**src/design/fsal_pkg.sv**
```systemverilog
/*
  Constants and types shared by the fault status and alert logic.
  Assumes the serial bus engine outside decodes register reads and writes into single-cycle strobes.
*/
// What this block does
// - Supply overvoltage sets bit 2 and Error.
// - Back-voltage over 150 mV sets bit 1.
// - Overcurrent needs limit and region-two threshold exceeded.
// - Any fault flag asserts alert and Error.
// - Read clears flag only if fault gone; an active fault keeps it set.
// - Switch enable deasserted clears summary flag.
// - Alert follows flags, not the summary flag.
// - Reset bit set at power-up, no alert.
package fsal_pkg;

  localparam logic [7:0] FSAL_FAULT_STATUS_ADDR  = 8'h10;
  localparam logic [7:0] FSAL_CHARGE_STATUS_ADDR = 8'h11;
  localparam logic [7:0] FSAL_CONTROL_ADDR       = 8'h14;

  localparam int FSAL_OVERCURRENT_BIT = 0;
  localparam int FSAL_BACK_VOLT_BIT   = 1;
  localparam int FSAL_SUPPLY_OV_BIT   = 2;
  localparam int FSAL_RESET_IND_BIT   = 5;
  localparam int FSAL_ERR_SUMMARY_BIT = 7;

  localparam int FSAL_ATTACH_BIT   = 0;
  localparam int FSAL_REMOVAL_BIT  = 1;
  localparam int FSAL_LOW_CHARGE_CURRENT_FLAG_BIT  = 2;
  localparam int FSAL_THERMAL_REGULATION_FLAG_BIT     = 3;
  localparam int FSAL_CONSTANT_CURRENT_FLAG_BIT  = 4;
  localparam int FSAL_BUDGET_BIT   = 7;
  localparam int FSAL_STICKY_COUNT = 4;

  localparam logic [7:0] FSAL_CHARGE_RESET = 8'h00;
  localparam logic [7:0] FSAL_RDATA_RESET  = 8'h00;

  typedef struct packed {
    logic supply_ov;
    logic back_volt;
    logic over_cur;
  } fsal_fault_s;

  typedef struct packed {
    logic power_budget;
    logic constant_current;
    logic thermal_reg;
    logic low_charge_current_flag;
    logic removal;
    logic attach;
  } fsal_charge_s;

endpackage

```
**src/design/fsal_core.sv**
```systemverilog
/*
  Fault status and alert logic of a port power switch.
  Assumes a serial bus engine presents reads and writes as one-cycle strobes on clk_sys_i,
  and that comparator outputs and the switch enable arrive asynchronously from pins.
*/
`timescale 1ns/1ns
`default_nettype none
module fsal_core
  import fsal_pkg::*;
(
  // Clock and reset
  input  wire logic         clk_sys_i,
  input  wire logic         reset_i,
  // Comparator levels from the analog front end, and the switch enable
  input  wire logic         supply_ov_i,
  input  wire logic         back_volt_i,
  input  wire logic         over_lim_i,
  input  wire logic         over_r2min_i,
  input  wire logic         power_switch_enable_i,
  // Charge events from on-chip logic
  input  wire fsal_charge_s charge_i,
  // Register access
  input  wire logic         reg_rd_i,
  input  wire logic         reg_wr_i,
  input  wire logic [7:0]   reg_addr_i,
  input  wire logic [7:0]   reg_wdata_i,
  output logic [7:0]        reg_rdata_o,
  // Open-drain alert and state
  output logic              alert_out_n_o,
  output logic              alert_oe_o,
  output logic              error_state_o
);

  // Two-flop synchronisers; the logic reads only the second stage, a_read_clears also the first. They run through reset so that the
  // enable edge detector starts from the pin's real level and sees no false toggle afterwards.
  logic [4:0] sync1;
  logic [4:0] sync2;
  logic       power_switch_enable_q;
  always_ff @(posedge clk_sys_i) begin
    sync1    <= {power_switch_enable_i, over_r2min_i, over_lim_i, back_volt_i, supply_ov_i};
    sync2    <= sync1;
    power_switch_enable_q <= sync2[4];
  end

  fsal_fault_s cond;
  logic        power_switch_enable;
  assign cond.supply_ov = sync2[0];
  assign cond.back_volt = sync2[1];
  assign cond.over_cur  = sync2[2] & sync2[3];
  assign power_switch_enable         = sync2[4];

  logic rd_fault;
  logic rd_charge;
  logic wr_ctrl;
  assign rd_fault  = reg_rd_i && (reg_addr_i == FSAL_FAULT_STATUS_ADDR);
  assign rd_charge = reg_rd_i && (reg_addr_i == FSAL_CHARGE_STATUS_ADDR);
  assign wr_ctrl   = reg_wr_i && (reg_addr_i == FSAL_CONTROL_ADDR);

  // State registers.
  fsal_fault_s faults;
  fsal_fault_s next_faults;
  logic        err_summary;
  logic        next_err_summary;
  logic        reset_ind;
  logic        next_reset_ind;
  logic        alert;
  logic        next_alert;
  logic        alert_n;
  logic        next_alert_n;
  logic [7:0]  next_rdata;

  logic pwr_toggle;
  assign pwr_toggle = power_switch_enable ^ power_switch_enable_q;

  always_comb begin
    // A read clears a flag only when its fault is gone; an active fault keeps it set whatever the summary.
    next_faults.supply_ov = cond.supply_ov |
      (faults.supply_ov & ~(rd_fault & (~cond.supply_ov | ~err_summary)));
    next_faults.back_volt = cond.back_volt |
      (faults.back_volt & ~(rd_fault & (~cond.back_volt | ~err_summary)));
    next_faults.over_cur  = cond.over_cur |
      (faults.over_cur & ~(rd_fault & (~cond.over_cur | ~err_summary)));
    // Set wins over a write of zero or a disabled switch.
    next_err_summary = (|cond) |
      (err_summary & ~(wr_ctrl & ~reg_wdata_i[FSAL_ERR_SUMMARY_BIT]) & power_switch_enable);
    next_reset_ind = reset_ind & ~rd_fault & ~pwr_toggle;
    // Alert is driven by the flags alone.
    next_alert = |next_faults;
    next_alert_n = ~next_alert;
  end

  always_ff @(posedge clk_sys_i) begin
    if (reset_i) begin
      faults      <= '0;
      err_summary <= 1'b0;
      reset_ind   <= 1'b1;
      alert       <= 1'b0;
      alert_n     <= 1'b1;
    end else begin
      faults      <= next_faults;
      err_summary <= next_err_summary;
      reset_ind   <= next_reset_ind;
      alert       <= next_alert;
      alert_n     <= next_alert_n;
    end
  end

  // Charge event register: sticky bits clear on read, bits 3 and 4 follow live levels, bits 5 and 6 read zero.
  logic [FSAL_STICKY_COUNT-1:0] sticky_set;
  logic [FSAL_STICKY_COUNT-1:0] sticky_q;
  assign sticky_set = {charge_i.power_budget, charge_i.low_charge_current_flag, charge_i.removal, charge_i.attach};

  genvar g;
  generate
    for (g = 0; g < FSAL_STICKY_COUNT; g++) begin : g_sticky
      fsal_flag u_flag (
        .clk_sys_i (clk_sys_i),
        .reset_i   (reset_i),
        .rst_val_i (1'b0),
        .set_i     (sticky_set[g]),
        .clr_i     (rd_charge),
        .flag_o    (sticky_q[g])
      );
    end
  endgenerate

  logic [7:0] charge_view;
  always_comb begin
    charge_view                   = FSAL_CHARGE_RESET;
    charge_view[FSAL_ATTACH_BIT]  = sticky_q[0];
    charge_view[FSAL_REMOVAL_BIT] = sticky_q[1];
    charge_view[FSAL_LOW_CHARGE_CURRENT_FLAG_BIT] = sticky_q[2];
    charge_view[FSAL_THERMAL_REGULATION_FLAG_BIT]    = charge_i.thermal_reg;
    charge_view[FSAL_CONSTANT_CURRENT_FLAG_BIT] = charge_i.constant_current;
    charge_view[FSAL_BUDGET_BIT]  = sticky_q[3];
  end

  // Read data are captured on the read strobe and held until the next read.
  always_comb begin
    next_rdata = reg_rdata_o;
    if (reg_rd_i) begin
      next_rdata = 8'h00;
      unique case (reg_addr_i)
        FSAL_FAULT_STATUS_ADDR: begin
          next_rdata[FSAL_SUPPLY_OV_BIT]   = faults.supply_ov;
          next_rdata[FSAL_BACK_VOLT_BIT]   = faults.back_volt;
          next_rdata[FSAL_OVERCURRENT_BIT] = faults.over_cur;
          next_rdata[FSAL_RESET_IND_BIT]   = reset_ind;
        end
        FSAL_CHARGE_STATUS_ADDR: begin
          next_rdata = charge_view;
        end
        FSAL_CONTROL_ADDR: begin
          next_rdata[FSAL_ERR_SUMMARY_BIT] = err_summary;
        end
        default: begin
          next_rdata = 8'h00;
        end
      endcase
    end
  end

  always_ff @(posedge clk_sys_i) begin
    if (reset_i) begin
      reg_rdata_o <= FSAL_RDATA_RESET;
    end else begin
      reg_rdata_o <= next_rdata;
    end
  end

  // Open-drain: the value is low whenever alert_oe_o is high, so the pad only ever pulls low.
  assign alert_out_n_o = alert_n;
  assign alert_oe_o    = alert;
  assign error_state_o = err_summary;
endmodule
`default_nettype wire

```
**src/design/fsal_flag.sv**
```systemverilog
/*
  One sticky status flag with set priority over clear.
  Assumes set and clear come from logic on the same clock.
*/
`timescale 1ns/1ns
`default_nettype none
module fsal_flag (
  // Clock and reset
  input  wire logic clk_sys_i,
  input  wire logic reset_i,
  // Control
  input  wire logic rst_val_i,
  input  wire logic set_i,
  input  wire logic clr_i,
  // State
  output logic      flag_o
);

  logic next_flag;

  // An event in the same cycle as its clear must not be lost, so set wins.
  always_comb begin
    next_flag = set_i | (flag_o & ~clr_i);
  end

  // The reset is synchronous, so rst_val_i lets a flag come up set straight out of reset.
  always_ff @(posedge clk_sys_i) begin
    if (reset_i) begin
      flag_o <= rst_val_i;
    end else begin
      flag_o <= next_flag;
    end
  end
endmodule
`default_nettype wire

```
**config.mk**
```make
export PLATFORM = sky130hd
export DESIGN_NAME = fsal_core
export DESIGN_NICKNAME = d
export VERILOG_FILES = /design/src/design/fsal_pkg.sv /design/src/design/fsal_core.sv /design/src/design/fsal_flag.sv
export SDC_FILE = /design/constraint.sdc
export NUM_CORES = 1
export LEC_CHECK = 0
export BUFFER_PORTS_ARGS = -buffer_cell sky130_fd_sc_hd__buf_2
export CAP_MARGIN = 20
export CORE_MARGIN = 3
export CORE_UTILIZATION = 52
export CTS_BUF_LIST = sky130_fd_sc_hd__clkbuf_8
export DETAILED_ROUTE_END_ITERATION = 8
export PLACE_DENSITY = 0.84
export SETUP_SLACK_MARGIN = 0.1
export SLEW_MARGIN = 20
export SYNTH_ARGS = -nofsm -noshare
export SYNTH_HDL_FRONTEND = slang
export SYNTH_SLANG_ARGS = --single-unit
```
**constraint.sdc**
```tcl
create_clock -name clk_sys_i -period 3.5 [get_ports clk_sys_i]
set_input_delay 0.525 -clock clk_sys_i [delete_from_list [all_inputs] [get_ports clk_sys_i]]
set_output_delay 0.525 -clock clk_sys_i [all_outputs]
set_load 0.01 [all_outputs]
```
==> reports/metrics.cfg <==
[clock_network]
cts.sinks = 29
root_buffer = clkbuf_8
htreeDepth = 2
cts_buffers = 5
worstSkewPairLatency_ns = 0.28
cts_resized = 0
hold_buffers = 0
cts_tree = yes
ctsLongestPathBuffers = 2
post-cts-setup-buffers = 0
clk_pin_slew_worst_paths_ns = 0.07

[drt]
wl_per_cell_um = 13.8
via_per_inst = 5.45
remaining_drc_errors = 0
vias = 855
ant_nets = 0
drt_first_iter_violations = 19
wl_mm = 2.17
drtPass1Iterations = 4

[synthesis]
yosysTopAreaCell = dfxtp_1
syn_area_um2 = 1010
netlist_top_cells_count = dfxtp_1 (29), nand2_1 (9), nor2_1 (7)
synth_nets = 126
yosysWarningCount = 0
synthCells = 95
synth_cell_types = 29
ys_ff_latch = 29
synth.area.top_cells = dfxtp_1 (57%), a311oi_1 (3.5%), nand2_1 (3.3%), mux2i_1 (3.0%), o31ai_1 (3.0%)
avgSynthCellArea_um2 = 10.7
synth_top_area_share_pct = 57.4
async_flop_share_pct = 0
ys.flop_type = dfxtp_1
yosysMostFrequentCell = dfxtp_1
synth_edf_count = 0
ys_seq_area_share_pct = 57.4

[timing]
slew_headroom_pct = 51.9
drv_slew = 0
hold_viol = 0
finalClockSkew_ns = 0.00588
fmax_mhz = 622
setup_violations = 0
whs_ns = 0.323
rsz0062_at_grt = no
fin_crit_sh_pct = 45.9
finalSetupTns_ns = 0
period_minus_slack_ns = 1.61
worstMarginPinSlew_ns = 0.711

[pwr]
max-vdd-ir-drop_mv = 0.539
power.density_nw_per_um2 = 583
p_leak_nw = 0.581

[global_routing]
grt-ovfl-total = 0
grt_pass1_vias = 847
grt_max_degree = 17
grt_antenna_before_repair = 0
grt_first_pass_wirelength_mm = 3.45
grt.total_usage_pct = 19.1

[run_status]
status = completed

[setup_path]
end_kind = flip-flop
worstSetupStartpointType = input port
crit_fanout = 4
required_ns = 3.69
critPathKind = input port to flip-flop
critPathArrivalTime_ns = 1.79

[floorplan]
dieWidth_um = 50.1
io_pins = 42
dieArea_um2 = 2510
dieHeight_um = 50.1
start_util_pct = 56.8
rows = 15
placeableCoreArea_um2 = 1780

[min_path]
hold_class = flip-flop to flip-flop

[finish]
post-route-util_pct = 73.5
syn2layout_area_growth_pct = 29.4
nNetsFinal = 162
multiInputGateArea_um2 = 394
fillers = 138
seq_area_um2 = 581
n_antenna_cell = 0
drive_gt1_share_pct = 34.1

[placement]
post-dp-hpwl_mm = 1.47
place.gp.congestion = 0.744
portBuffers = 33

[job]
cap_violations = 0

[kinds of logic after synthesis]
logic type,after synthesis,share of synthesized area (%)
compound gates,21,15.5
buf+inv,9,3.71
mux,3,2.97
xor+xnor,1,0.865
flops,29,57.4
other cells,1,0.370
simple gates,31,19.3
[power breakdown]
group,switching (W),internal [W]
clock network,0.000128,0.000231
registers,0.00000837,0.000347
logic,0.0000266,0.0000234
[cell type report]
| type | instances | area share, % |
|---|---|---|
| Timing Repair Buffer | 33 | 12.6 |
| Multi-Input combinational cell | 57 | 30.1 |
| Tap cell | 25 | 2.39 |
| Clock inverter | 2 | 2.87 |
| Inverter | 5 | 1.43 |
| Sequential cell | 29 | 44.3 |
| Clock buffer | 6 | 6.30 |
[final timing paths]
kind | start | end | slack (ns) | depth (start not counted)
setup reg to reg | sync2[2] | alert_oe_o | 2.11 | 3
setup / recovery | reg_addr_i[2] | reg_rdata_o[2] | 1.89 | 4
hold / removal | sync1[0] | sync2[0] | 0.32 | 0
hold reg to reg | sync1[0] | sync2[0] | 0.32 | 0
[sequential cells by signal, indices dropped and copies added, names as in the netlist]
register                cells
reg_rdata_o                 7
sync1                       5
sync2                       5
g_sticky.u_flag.flag_o      4
faults                      3
alert_oe_o                  1
alert_out_n_o               1
error_state_o               1
power_switch_enable_q       1
reset_ind                   1
[critical path, cell delays in order]
cell and delay, ns:
buf_2 0.12, nor4b_1 0.65, nand2_1 0.23, o31ai_1 0.27
[routing by layer]
metal	up-vias	part of all wire, %	wire length (um)	track usage, %
met3	8	6.6	143	9.37
met2	32	51	1100	31.1
met1	401	41	893	20.3
li1	414	-	-	-
met4	0	1.6	34	9.22
met5	-	0	0	0
[per-stage QoR]
stage	std cells	power [W]	setup slack, ns	cell area, um^2
3_3_place_gp	149	0.000408	1.72	1190
4_1_cts	157	0.000768	1.92	1310
3_5_place_dp	149	0.000411	1.66	1190
5_1_grt	157	0.000795	1.89	1310
6_report	157	0.000764	1.89	1310
2_1_floorplan	95	0.000387	1.93	1010
[placed cells by master, fill, tap and decap left out, types with 2 or more instances in the layout]
| master | Yosys | final |
|---|---|---|
| buf_2 | 0 | 33 |
| dfxtp_1 | 29 | 29 |
| nand2_1 | 9 | 9 |
| nor2_1 | 7 | 7 |
| clkbuf_8 | 0 | 6 |
| inv_1 | 5 | 5 |
| o31ai_1 | 4 | 4 |
| a21oi_1 | 4 | 4 |
| a311oi_1 | 4 | 4 |
| nand4_1 | 3 | 3 |
| nand2b_1 | 3 | 3 |
| mux2i_1 | 3 | 3 |
| o2bb2ai_1 | 2 | 2 |
| a211oi_1 | 2 | 2 |
| nor4b_1 | 2 | 2 |
Power figures use the tool's default switching activity.
